$ cat src/verilog/ess_map.svh
// Register map, field positions, reset values and timing constants of the supervisor
`ifndef ESS_MAP_SVH
`define ESS_MAP_SVH

// Timing
`define ESS_CLK_MHZ      100
`define ESS_TICK_MS      1000
`define ESS_US_PER_MS    1000
`define ESS_MIN_LAST_SEC 6'd59
`define ESS_PCT          11'sd100

// Register indices, byte address is four times the index
`define ESS_N_CFG  9
`define ESS_I_NOM1 4'd0
`define ESS_I_NOM2 4'd1
`define ESS_I_NOM3 4'd2
`define ESS_I_LIM  4'd3
`define ESS_I_SPD  4'd4
`define ESS_I_CHG  4'd5
`define ESS_I_STC  4'd6
`define ESS_I_RUN  4'd7
`define ESS_I_STP  4'd8
`define ESS_I_STAT 4'd9
`define ESS_F_IDX  5:2
`define ESS_F_LO   1:0
`define ESS_F_HI   7:6

// Reset values
`define ESS_RV_NOM1 32'h0000_05dc
`define ESS_RV_NOM2 32'h0000_0708
`define ESS_RV_NOM3 32'h0000_0708
`define ESS_RV_LIM  32'h0f0a_f1f6
`define ESS_RV_SPD  32'h0000_030a
`define ESS_RV_CHG  32'h0228_003c
`define ESS_RV_STC  32'h0adb_0001
`define ESS_RV_RUN  32'h00f0_0004
`define ESS_RV_STP  32'h0000_050a

// Fields
`define ESS_F_NOM  15:0
`define ESS_F_LW   7:0
`define ESS_F_LSD  15:8
`define ESS_F_HW   23:16
`define ESS_F_HSD  31:24
`define ESS_F_OS   7:0
`define ESS_F_SFT  11:8
`define ESS_F_LEN  12
`define ESS_F_ACT  14:13
`define ESS_F_LT   23:16
`define ESS_F_CW   8:0
`define ESS_F_CSD  24:16
`define ESS_F_CFT  31:25
`define ESS_F_DLY  9:0
`define ESS_F_PRH  14:10
`define ESS_F_CRK  18:15
`define ESS_F_NST  21:19
`define ESS_F_PRA  22
`define ESS_F_STA  23
`define ESS_F_WAIT 31:24
`define ESS_F_HT   7:0
`define ESS_F_HTMP 15:8
`define ESS_F_HM   16
`define ESS_F_COOL 26:17
`define ESS_F_ST   6:0
`define ESS_F_CH   15:8

// Frequency select and lost-signal actions
`define ESS_FSEL_2 2'h1
`define ESS_FSEL_3 2'h2
`define ESS_ACT_SD 2'h0
`define ESS_ACT_LD 2'h1
`define ESS_ACT_WN 2'h2

// Alarm bits in the status register
`define ESS_N_ALM 9
`define ESS_AL_USW 0
`define ESS_AL_USD 1
`define ESS_AL_OSW 2
`define ESS_AL_OSD 3
`define ESS_AL_LOS 4
`define ESS_AL_CHW 5
`define ESS_AL_CHD 6
`define ESS_AL_SFL 7
`define ESS_AL_PFL 8

`endif

$ cat src/verilog/ess_pkg.sv
// Types of the engine start/stop supervisor
package ess_pkg;
    typedef enum logic [3:0] {
        S_IDLE, S_DELAY, S_PREHEAT, S_CRANK, S_PAUSE,
        S_HEAT, S_RUN, S_COOL, S_STOP
    } ess_state_t;
endpackage : ess_pkg

$ cat src/verilog/ess_tick_if.sv
// Second-tick carrier between the tick source and its timers
`timescale 1ns/100ps
interface ess_tick_if;
    logic sec;
    modport src (output sec);
    modport snk (input sec);
endinterface : ess_tick_if

$ cat src/verilog/ess_tick.sv
// One-second tick divider from the system clock
`timescale 1ns/100ps
`include "ess_map.svh"
module ess_tick
#(
    parameter int TICK_CYCLES = `ESS_TICK_MS * `ESS_CLK_MHZ * `ESS_US_PER_MS
)
(
    // Tick out
    ess_tick_if.src  tk,
    // Clock and reset
    input wire logic clk,
    input wire logic rstn
);
    logic [31:0] cyc_reg;
    logic        sec_reg;
    wire         wrap = (cyc_reg == 32'(TICK_CYCLES - 1));

    // Free-running divider, one-cycle pulse per second
    always_ff @(posedge clk or negedge rstn)
    begin
        if (!rstn)
        begin
            cyc_reg <= 32'h0;
            sec_reg <= 1'b0;
        end
        else
        begin
            cyc_reg <= wrap ? 32'h0 : cyc_reg + 32'h1;
            sec_reg <= wrap;
        end
    end
    assign tk.sec = sec_reg;
endmodule : ess_tick

$ cat src/verilog/ess_persist.sv
// Persistence timer: a condition must hold for limit seconds
`timescale 1ns/100ps
module ess_persist
#(
    parameter int W = 8
)
(
    // Second tick
    ess_tick_if.snk        tk,
    // Clock and reset
    input wire logic       clk,
    input wire logic       rstn,
    // Condition, limit in seconds, qualified result
    input wire logic       cond,
    input wire logic [W-1:0] limit,
    output logic           done
);
    logic [W-1:0] cnt_reg;
    logic [W-1:0] cnt_next;

    // Restart on any gap; counting stops at the limit so it never wraps
    assign cnt_next = !cond ? '0
                    : (tk.sec && cnt_reg < limit) ? cnt_reg + W'(1) : cnt_reg;
    assign done     = cond && (cnt_reg >= limit);

    always_ff @(posedge clk or negedge rstn)
    begin
        if (!rstn)
            cnt_reg <= '0;
        else
            cnt_reg <= cnt_next;
    end
endmodule : ess_persist

$ cat src/verilog/ess_top.sv
// Engine start/stop sequencer and speed/charge supervisor with APB registers
`timescale 1ns/100ps
`include "ess_map.svh"
module ess_top
    import ess_pkg::*;
#(
    parameter int TICK_CYCLES = `ESS_TICK_MS * `ESS_CLK_MHZ * `ESS_US_PER_MS
)
(
    // APB slave
    input  wire logic        pclk,
    input  wire logic        presetn,
    input  wire logic        psel,
    input  wire logic        penable,
    input  wire logic        pwrite,
    input  wire logic [7:0]  paddr,
    input  wire logic [31:0] pwdata,
    input  wire logic [3:0]  pstrb,
    output logic      [31:0] prdata,
    output logic             pready,
    output logic             pslverr,
    // Engine and plant inputs
    input  wire logic        mains_ok,
    input  wire logic        engine_running,
    input  wire logic        speed_valid,
    input  wire logic [15:0] speed_rpm,
    input  wire logic [8:0]  charge_dv,
    input  wire logic [7:0]  coolant_c,
    input  wire logic [1:0]  freq_sel,
    input  wire logic        load_on_gen,
    input  wire logic        idle_active,
    // Relay outputs
    output logic             fuel_on,
    output logic             preheat_on,
    output logic             crank_on,
    output logic             choke_on,
    output logic             stop_on,
    output logic             load_enable,
    // Alarm outputs
    output logic             alarm_shutdown,
    output logic             alarm_loaddump,
    output logic             alarm_warning
);
    localparam logic [31:0] CFG_RV [`ESS_N_CFG] = '{
        `ESS_RV_NOM1, `ESS_RV_NOM2, `ESS_RV_NOM3, `ESS_RV_LIM, `ESS_RV_SPD,
        `ESS_RV_CHG, `ESS_RV_STC, `ESS_RV_RUN, `ESS_RV_STP};

    logic [31:0]           cfg_reg [`ESS_N_CFG];
    logic [`ESS_N_ALM-1:0] alm_reg;
    logic [`ESS_N_ALM-1:0] alm_next;
    ess_state_t            st_reg;
    ess_state_t            st_next;
    logic [9:0]            cnt_reg;
    logic [9:0]            cnt_next;
    logic [5:0]            sub_reg;
    logic [5:0]            sub_next;
    logic [7:0]            ccnt_reg;
    logic [7:0]            ccnt_next;
    logic [2:0]            att_reg;
    logic [2:0]            att_next;
    logic                  pready_reg;
    logic                  pslverr_reg;
    logic [31:0]           prdata_reg;
    logic                  fuel_reg;
    logic                  preheat_reg;
    logic                  crank_reg;
    logic                  choke_reg;
    logic                  stop_reg;
    logic                  load_reg;
    logic                  sd_reg;
    logic                  ld_reg;
    logic                  warn_reg;
    logic                  sfail;
    logic                  pfail;

    // Second tick shared by every timer
    ess_tick_if tick ();
    ess_tick #(.TICK_CYCLES(TICK_CYCLES)) u_tick
    (
        .tk   (tick),
        .clk  (pclk),
        .rstn (presetn)
    );

    // APB decode; one wait state so read data come from a flop
    wire        acc   = psel & penable;
    wire [3:0]  idx   = paddr[`ESS_F_IDX];
    wire        hit   = (paddr[`ESS_F_HI] == '0) & (paddr[`ESS_F_LO] == '0)
                      & (idx <= `ESS_I_STAT);
    wire        wr    = acc & pready_reg & pwrite & hit;
    wire        isst  = (idx == `ESS_I_STAT);
    wire [31:0] wmask = {{8{pstrb[3]}}, {8{pstrb[2]}}, {8{pstrb[1]}}, {8{pstrb[0]}}};
    wire [31:0] stat  = {13'h0, att_reg, 4'(st_reg), 3'h0, alm_reg};
    wire [31:0] rdata = !hit ? 32'h0 : isst ? stat : cfg_reg[idx];
    wire [`ESS_N_ALM-1:0] clr_v = (wr && isst) ? `ESS_N_ALM'(pwdata & wmask) : '0;

    // Bus handshake and captured read data
    always_ff @(posedge pclk or negedge presetn)
    begin
        if (!presetn)
        begin
            pready_reg  <= 1'b0;
            pslverr_reg <= 1'b0;
            prdata_reg  <= 32'h0;
        end
        else
        begin
            pready_reg <= acc & ~pready_reg;
            if (acc && !pready_reg)
            begin
                prdata_reg  <= pwrite ? 32'h0 : rdata;
                pslverr_reg <= ~hit;
            end
        end
    end

    // Configuration registers, byte-lane writes
    always_ff @(posedge pclk or negedge presetn)
    begin
        if (!presetn)
        begin
            for (int i = 0; i < `ESS_N_CFG; i++)
                cfg_reg[i] <= CFG_RV[i];
        end
        else if (wr && idx < `ESS_I_STAT)
            cfg_reg[idx] <= (cfg_reg[idx] & ~wmask) | (pwdata & wmask);
    end

    // Configuration fields
    wire [15:0] nom1 = cfg_reg[`ESS_I_NOM1][`ESS_F_NOM];
    wire [15:0] nom2 = cfg_reg[`ESS_I_NOM2][`ESS_F_NOM];
    wire [15:0] nom3 = cfg_reg[`ESS_I_NOM3][`ESS_F_NOM];
    wire [7:0]  lw   = cfg_reg[`ESS_I_LIM][`ESS_F_LW];
    wire [7:0]  lsd  = cfg_reg[`ESS_I_LIM][`ESS_F_LSD];
    wire [7:0]  hw   = cfg_reg[`ESS_I_LIM][`ESS_F_HW];
    wire [7:0]  hsd  = cfg_reg[`ESS_I_LIM][`ESS_F_HSD];
    wire [7:0]  os   = cfg_reg[`ESS_I_SPD][`ESS_F_OS];
    wire [3:0]  sft  = cfg_reg[`ESS_I_SPD][`ESS_F_SFT];
    wire        len  = cfg_reg[`ESS_I_SPD][`ESS_F_LEN];
    wire [1:0]  act  = cfg_reg[`ESS_I_SPD][`ESS_F_ACT];
    wire [7:0]  lt   = cfg_reg[`ESS_I_SPD][`ESS_F_LT];
    wire [8:0]  cw   = cfg_reg[`ESS_I_CHG][`ESS_F_CW];
    wire [8:0]  csd  = cfg_reg[`ESS_I_CHG][`ESS_F_CSD];
    wire [6:0]  cft  = cfg_reg[`ESS_I_CHG][`ESS_F_CFT];
    wire [9:0]  dly  = cfg_reg[`ESS_I_STC][`ESS_F_DLY];
    wire [4:0]  prh  = cfg_reg[`ESS_I_STC][`ESS_F_PRH];
    wire [3:0]  crk  = cfg_reg[`ESS_I_STC][`ESS_F_CRK];
    wire [2:0]  nst  = cfg_reg[`ESS_I_STC][`ESS_F_NST];
    wire        pra  = cfg_reg[`ESS_I_STC][`ESS_F_PRA];
    wire        sta  = cfg_reg[`ESS_I_STC][`ESS_F_STA];
    wire [7:0]  pau  = cfg_reg[`ESS_I_STC][`ESS_F_WAIT];
    wire [7:0]  ht   = cfg_reg[`ESS_I_RUN][`ESS_F_HT];
    wire [7:0]  htmp = cfg_reg[`ESS_I_RUN][`ESS_F_HTMP];
    wire        hm   = cfg_reg[`ESS_I_RUN][`ESS_F_HM];
    wire [9:0]  cool = cfg_reg[`ESS_I_RUN][`ESS_F_COOL];
    wire [6:0]  stt  = cfg_reg[`ESS_I_STP][`ESS_F_ST];
    wire [7:0]  chk  = cfg_reg[`ESS_I_STP][`ESS_F_CH];

    // Speed threshold scaled by 100, a negative factor clamps at zero
    function automatic logic [25:0] thr(input logic [15:0] nom,
                                        input logic signed [9:0] pct);
        logic signed [10:0] f;
        f = `ESS_PCT + 11'(pct);
        if (f < 0)
            f = '0;
        return 26'(nom) * 26'(unsigned'(f));
    endfunction : thr

    function automatic logic signed [9:0] sx(input logic [7:0] p);
        return {{2{p[7]}}, p};
    endfunction : sx

    // Reference speed; comparing speed*100 avoids a divider
    wire [15:0] nom = (freq_sel == `ESS_FSEL_2) ? nom2
                    : (freq_sel == `ESS_FSEL_3) ? nom3 : nom1;
    wire [25:0] spd100 = 26'(speed_rpm) * 26'(`ESS_PCT);
    wire        chk_hi = load_on_gen & speed_valid;
    wire        chk_lo = chk_hi & ~idle_active;
    wire        ovr_im = chk_hi & (spd100 > thr(nom, sx(hsd) + sx(os)));
    wire        run_st = (st_reg == S_HEAT) | (st_reg == S_RUN) | (st_reg == S_COOL);

    // Raw violations fed to the persistence timers
    logic [6:0]      vio;
    logic [6:0]      done;
    logic [6:0][7:0] plim;
    assign vio[`ESS_AL_USW] = chk_lo & (spd100 < thr(nom, sx(lw)));
    assign vio[`ESS_AL_USD] = chk_lo & (spd100 < thr(nom, sx(lsd)));
    assign vio[`ESS_AL_OSW] = chk_hi & (spd100 > thr(nom, sx(hw)));
    assign vio[`ESS_AL_OSD] = chk_hi & (spd100 > thr(nom, sx(hsd)));
    assign vio[`ESS_AL_LOS] = len & run_st & ~speed_valid;
    // Charge is only judged while the engine turns, else it faults at rest
    assign vio[`ESS_AL_CHW] = engine_running & (charge_dv < cw);
    assign vio[`ESS_AL_CHD] = engine_running & (charge_dv < csd);
    assign plim = {8'(cft), 8'(cft), lt, {4{8'(sft)}}};

    genvar g;
    for (g = 0; g < 7; g++)
    begin : g_pt
        ess_persist #(.W(8)) u_pt
        (
            .tk    (tick),
            .clk   (pclk),
            .rstn  (presetn),
            .cond  (vio[g]),
            .limit (plim[g]),
            .done  (done[g])
        );
    end

    // Sticky alarms; a new event beats a software clear in the same cycle
    wire [`ESS_N_ALM-1:0] set_v = {pfail, sfail, done | (7'(ovr_im) << `ESS_AL_OSD)};
    assign alm_next = set_v | (alm_reg & ~clr_v);
    wire los    = alm_reg[`ESS_AL_LOS];
    wire sd_any = alm_reg[`ESS_AL_USD] | alm_reg[`ESS_AL_OSD] | alm_reg[`ESS_AL_CHD]
                | alm_reg[`ESS_AL_SFL] | (los & act == `ESS_ACT_SD);
    wire ld_any = los & (act == `ESS_ACT_LD);
    wire wn_any = alm_reg[`ESS_AL_USW] | alm_reg[`ESS_AL_OSW] | alm_reg[`ESS_AL_CHW]
                | alm_reg[`ESS_AL_PFL] | (los & act == `ESS_ACT_WN);
    wire active = (st_reg != S_IDLE) & (st_reg != S_STOP);

    // Sequencer
    always_comb
    begin
        st_next = st_reg;
        sfail   = 1'b0;
        pfail   = 1'b0;
        case (st_reg)
            S_IDLE:
                if (!mains_ok && !sd_any)
                    st_next = S_DELAY;
            S_DELAY:
                if (mains_ok)
                    st_next = S_IDLE;
                else if (cnt_reg >= dly)
                    st_next = S_PREHEAT;
            S_PREHEAT:
                if (cnt_reg >= 10'(prh))
                    st_next = S_CRANK;
            S_CRANK:
                if (engine_running)
                    st_next = S_HEAT;
                else if (cnt_reg >= 10'(crk))
                begin
                    if (att_reg >= nst)
                    begin
                        sfail   = 1'b1;
                        st_next = S_STOP;
                    end
                    else
                        st_next = S_PAUSE;
                end
            S_PAUSE:
                if (cnt_reg >= 10'(pau))
                    st_next = S_CRANK;
            S_HEAT:
                if (mains_ok || ld_any)
                    st_next = S_COOL;
                else if (cnt_reg >= 10'(ht) && (!hm || coolant_c >= htmp))
                    st_next = S_RUN;
            S_RUN:
                if (mains_ok || ld_any)
                    st_next = S_COOL;
            S_COOL:
                if (cnt_reg >= cool)
                    st_next = S_STOP;
                else if (!mains_ok && !ld_any)
                    st_next = S_RUN;
            S_STOP:
                if (cnt_reg >= 10'(stt))
                begin
                    pfail   = engine_running;
                    st_next = S_IDLE;
                end
            default:
                st_next = S_IDLE;
        endcase
        if (sd_any && active)
            st_next = S_STOP;
    end

    // Second counter per state; the start delay counts whole minutes
    wire sec   = tick.sec;
    wire mwrap = sec & (sub_reg == `ESS_MIN_LAST_SEC);
    wire inc   = (st_reg == S_DELAY) ? mwrap : sec;
    wire chg   = (st_next != st_reg);
    assign sub_next  = chg ? '0 : mwrap ? '0 : sub_reg + 6'(sec);
    assign cnt_next  = chg ? '0 : (cnt_reg == '1) ? cnt_reg : cnt_reg + 10'(inc);
    assign att_next  = (st_next == S_IDLE) ? '0
                     : (chg && st_next == S_CRANK) ? att_reg + 3'h1 : att_reg;
    assign ccnt_next = (st_next != S_CRANK || st_reg != S_CRANK) ? '0
                     : (ccnt_reg == '1) ? ccnt_reg : ccnt_reg + 8'(sec);

    // State and counters
    always_ff @(posedge pclk or negedge presetn)
    begin
        if (!presetn)
        begin
            st_reg   <= S_IDLE;
            cnt_reg  <= '0;
            sub_reg  <= '0;
            att_reg  <= '0;
            ccnt_reg <= '0;
            alm_reg  <= '0;
        end
        else
        begin
            st_reg   <= st_next;
            cnt_reg  <= cnt_next;
            sub_reg  <= sub_next;
            att_reg  <= att_next;
            ccnt_reg <= ccnt_next;
            alm_reg  <= alm_next;
        end
    end

    // Relay flops follow the next state so they align with it; alarm flops register the current alarms
    always_ff @(posedge pclk or negedge presetn)
    begin
        if (!presetn)
        begin
            {fuel_reg, preheat_reg, crank_reg, choke_reg, stop_reg} <= '0;
            {load_reg, sd_reg, ld_reg, warn_reg} <= '0;
        end
        else
        begin
            fuel_reg    <= (st_next == S_PREHEAT) | (st_next == S_CRANK)
                         | (st_next == S_HEAT) | (st_next == S_RUN) | (st_next == S_COOL);
            preheat_reg <= (st_next == S_PREHEAT) & pra;
            crank_reg   <= (st_next == S_CRANK);
            choke_reg   <= (st_next == S_CRANK) & ~engine_running
                         & (ccnt_next < chk);
            stop_reg    <= (st_next == S_STOP) & sta;
            load_reg    <= (st_next == S_RUN);
            sd_reg      <= sd_any;
            ld_reg      <= ld_any;
            warn_reg    <= wn_any;
        end
    end

    assign prdata         = prdata_reg;
    assign pready         = pready_reg;
    assign pslverr        = pslverr_reg;
    assign fuel_on        = fuel_reg;
    assign preheat_on     = preheat_reg;
    assign crank_on       = crank_reg;
    assign choke_on       = choke_reg;
    assign stop_on        = stop_reg;
    assign load_enable    = load_reg;
    assign alarm_shutdown = sd_reg;
    assign alarm_loaddump = ld_reg;
    assign alarm_warning  = warn_reg;
endmodule : ess_top

$ cat config.mk
export PLATFORM = sky130hd
export DESIGN_NAME = ess_top
export DESIGN_NICKNAME = d
export VERILOG_FILES = /design/src/verilog/ess_pkg.sv /design/src/verilog/ess_tick_if.sv /design/src/verilog/ess_tick.sv /design/src/verilog/ess_persist.sv /design/src/verilog/ess_top.sv
export VERILOG_INCLUDE_DIRS = /design/src /design/src/verilog
export SDC_FILE = /design/constraint.sdc
export NUM_CORES = 2
export LEC_CHECK = 0
export BUFFER_PORTS_ARGS = -buffer_cell sky130_fd_sc_hd__buf_2
export CAP_MARGIN = 20
export CORE_AREA = 2 2 290 292
export DETAILED_ROUTE_END_ITERATION = 6
export DIE_AREA = 0 0 292 294
export GPL_ROUTABILITY_DRIVEN = 0
export GPL_TIMING_DRIVEN = 0
export PLACE_DENSITY = 0.8
export SLEW_MARGIN = 20
export SYNTH_ARGS = -nofsm -noshare
export SYNTH_HDL_FRONTEND = slang
export SYNTH_HIERARCHICAL = 1
export SYNTH_SLANG_ARGS = --single-unit
$ cat constraint.sdc
create_clock -name pclk -period 18.6 [get_ports pclk]
set_input_delay 3.72 -clock pclk [delete_from_list [all_inputs] [get_ports pclk]]
set_output_delay 3.72 -clock pclk [all_outputs]
set_load 0.05 [all_outputs]
==> summary.md <==
| Metric | Value |
|---|---|
| Final core utilization | 0.670 |
| Async set or reset register ratio after synthesis | 1.00 |
| Post-Synthesis Cells | 5,459 |
| Layout Cells excl Fill | 6,769 |
| Crit end category | flip-flop |
| CTS tree | done |
| Largest register FFs | 286 |
| Die width | 292 um |
| Core area | 0.0829 mm2 |
| Share of the clock period used by the worst path | 0.751 |
| Finished Cell Area | 0.0555 mm2 |
| Hold slack final | 0.480 ns |
| Vias post-DR | 41,800 |
| Slowest CP cell | a311oi_1 |
| Top_reg_cell synth | dfrtp_1 |
| Total leakage power | 27.7 nW |
| CTS buffer count | 43 |
| Post_cts resized | 0 |
| Multi-input gate area | 0.0363 mm2 |
| Global-route wire length before repair | 233,000 um |
| Flops & latches, synth | 460 |
| Largest cells by area after synthesis | dfrtp_1 (19%), fa_1 (17%), ha_1 (16%) |
| Post-synthesis sequential area ratio | 0.224 |
| Skew final | 0.0185 ns |
| # hold bufs at CTS | 0 |
| Element type at the critical path start | primary input |
| Critical path class | in2reg |
| Netlist cell types | 96 |
| Worst Hold Class | reg2reg |
| Top-count cell post-synth | inv_1 |
| Status | finished clean |
| Yosys warns | 6 |
| Worst-path clk slew | 0.06 ns |
| Slew at the pin closest to its max-slew limit | 1.31 ns |
| Pwr dens | 67.7 mW/mm2 |
| Max FO, Critical Path | 10 |
| Post-Place Cell Area | 0.0540 mm2 |
| Dpl cells | 6,687 |
| Final setup TNS | 0 ns |
| GR Util All Layers | 0.348 |
| Routed vias/inst | 6.18 |
| Top-area cell type share of the netlist area | 0.193 |
| Root Buffer | clkbuf_16 |
| Mean Syn Cell Area | 9.46 um2 |
| Drt first-iter violations | 3,739 |
| Port Buffers | 121 |
| GRT overflow | 0 |
| DRT Pass-1 Iters | 6 |
| Worst skew pair latency | 0.59 ns |
| Rows | 106 |
| Final setup fails | 0 |
| Total clock sinks | 460 |
| Power, Total | 3.76 mW |
| Antenna violations before repair | 6 |
| Clk buf depth | 3 |
| H-tree lvl count | 2 |
| Initial Util | 0.623 |
| Number of remaining DRC errors | 0 |
| Fin. max-slew vios | 0 |
| Pin count of the biggest net entering global routing | 88 |
| Layout cells sized above 1 | 0.136 |
| Worst path arrival time | 14.37 ns |
| Wire per inst | 21.7 um |
| Pre-CTS WS | 4.33 ns |
| Post-DP HPWL | 117,000 um |
| Setup Buffers After CTS | 0 |
| EDFF count, synth | 0 |
| Final Critical Period | 13.97 ns |
| Final net count | 6,846 |
| Most frequent CP cell | clkbuf_1 |
| Area Growth Syn to Fin | 7.47% |
| Synthesized area | 0.0517 mm2 |
| Most instantiated cells after synthesis | inv_1 (797), ha_1 (659), nand2_1 (568), fa_1 (446), nor2_1 (436) |
| Slowest stage delay, CP | 0.79 ns |
| Highest Clock Rate | 71.6 MHz |
| RSZ-0062 raised after global routing | no |
| Detailed Route WL | 147,000 um |
| Die H | 294 um |
| Final setup margin | 4.63 ns |
| Vias in the first global route | 42,000 |
| Storage element area | 0.0116 mm2 |
| Hold Vio Cnt, Final | 0 |
| Fill cells | 6,353 |
| ANT nets after route | 0 |
| Cell taking the most area after synthesis | dfrtp_1 |
| Peak supply drop | 0.0000666 V |
| Ports | 132 |
| Max Cap Viol | 0 |
| CP required | 19.00 ns |
| Die Area | 0.0858 mm2 |
| Slew margin rel. | 0.121 |
per-layer routing:
metal  routed length, um  share of wire  track usage  vias to the layer above
li1                    -              -            -                    18700
met1               54900           0.37        0.429                    20500
met2               66300           0.45        0.554                     1979
met3               13800          0.094       0.0753                      583
met4               12000          0.082        0.230                        8
met5                  55        0.00037            0                        -
final timing paths:
kind                                          start                             endpoint  slack [ns]  depth (start not counted)
min in group asynchronous                   presetn  g_pt[5].u_pt/cnt_reg[7]$_DFFE_PN0P_        3.00                          1
hold / removal                prdata[2]$_DFFE_PN0P_                prdata[2]$_DFFE_PN0P_        0.48                          2
setup / recovery                        freq_sel[0]                 alm_reg[3]$_DFF_PN0_        4.63                         37
max in group asynchronous                   presetn             cfg_reg[174]$_DFFE_PN1P_       13.91                          4
hold reg to reg               prdata[2]$_DFFE_PN0P_                prdata[2]$_DFFE_PN0P_        0.48                          2
setup reg to reg           cfg_reg[195]$_DFFE_PN1P_                 alm_reg[3]$_DFF_PN0_        8.62                         33
cell families (layout without fill, tap and decap cells):
kind of cell,count (synthesis),count (layout),share of synthesized area
DFF,460,460,0.224
other,1,20,0.0000726
and+or+nand+nor,1508,1508,0.134
buffers and inverters,1009,1220,0.0759
AOI/OAI and AO/OA,813,813,0.105
xor gates and xnor gates,152,152,0.0258
adders and majority gates,1105,1105,0.332
muxes,411,411,0.102
worst max-delay path, delay by kind of cell:
family / cells / cell delay (ns)
AOI/OAI and AO/OA: 14 / 3.98
xor gates and xnor gates: 1 / 0.16
buffers and inverters: 9 / 2.83
adders and majority gates: 7 / 2.76
and+or+nand+nor: 6 / 0.88
cell usage in the layout, fill, tap and decap left out, types with 46 or more instances in the layout:
cell | synthesis | layout
a21oi_1 | 169 | 169
dfrtp_1 | 399 | 398
nand3_1 | 108 | 108
a21o_1 | 76 | 76
nand4_1 | 51 | 51
nor2_1 | 436 | 436
ha_1 | 659 | 659
clkbuf_1 | 162 | 172
fa_1 | 446 | 446
nand2_1 | 568 | 568
a21boi_0 | 46 | 46
mux4_2 | 64 | 64
xnor2_1 | 83 | 72
inv_1 | 797 | 797
buf_2 | 8 | 128
xor2_1 | 69 | 69
mux2i_1 | 47 | 47
o21ai_0 | 182 | 181
dfstp_2 | 61 | 61
mux2_2 | 300 | 300
report_power, final:
group | switching, mW | total (mW) | internal [mW]
Clock | 0.407 | 0.957 | 0.550
Sequential | 0.0104 | 1.02 | 1.01
Combinational | 1.08 | 1.78 | 0.698
Total | 1.50 | 3.76 | 2.26
layout make-up:
type,count,area share
clock inverter,18,0.00473
antenna,2,0.0000902
inverter,797,0.0539
tap,1080,0.0243
sequential,460,0.209
buffer,212,0.0168
timing repair buffer,131,0.0144
clock buffer,62,0.0223
multi-input combinational,4007,0.655
No activity file was read; power rests on OpenSTA's default activity.
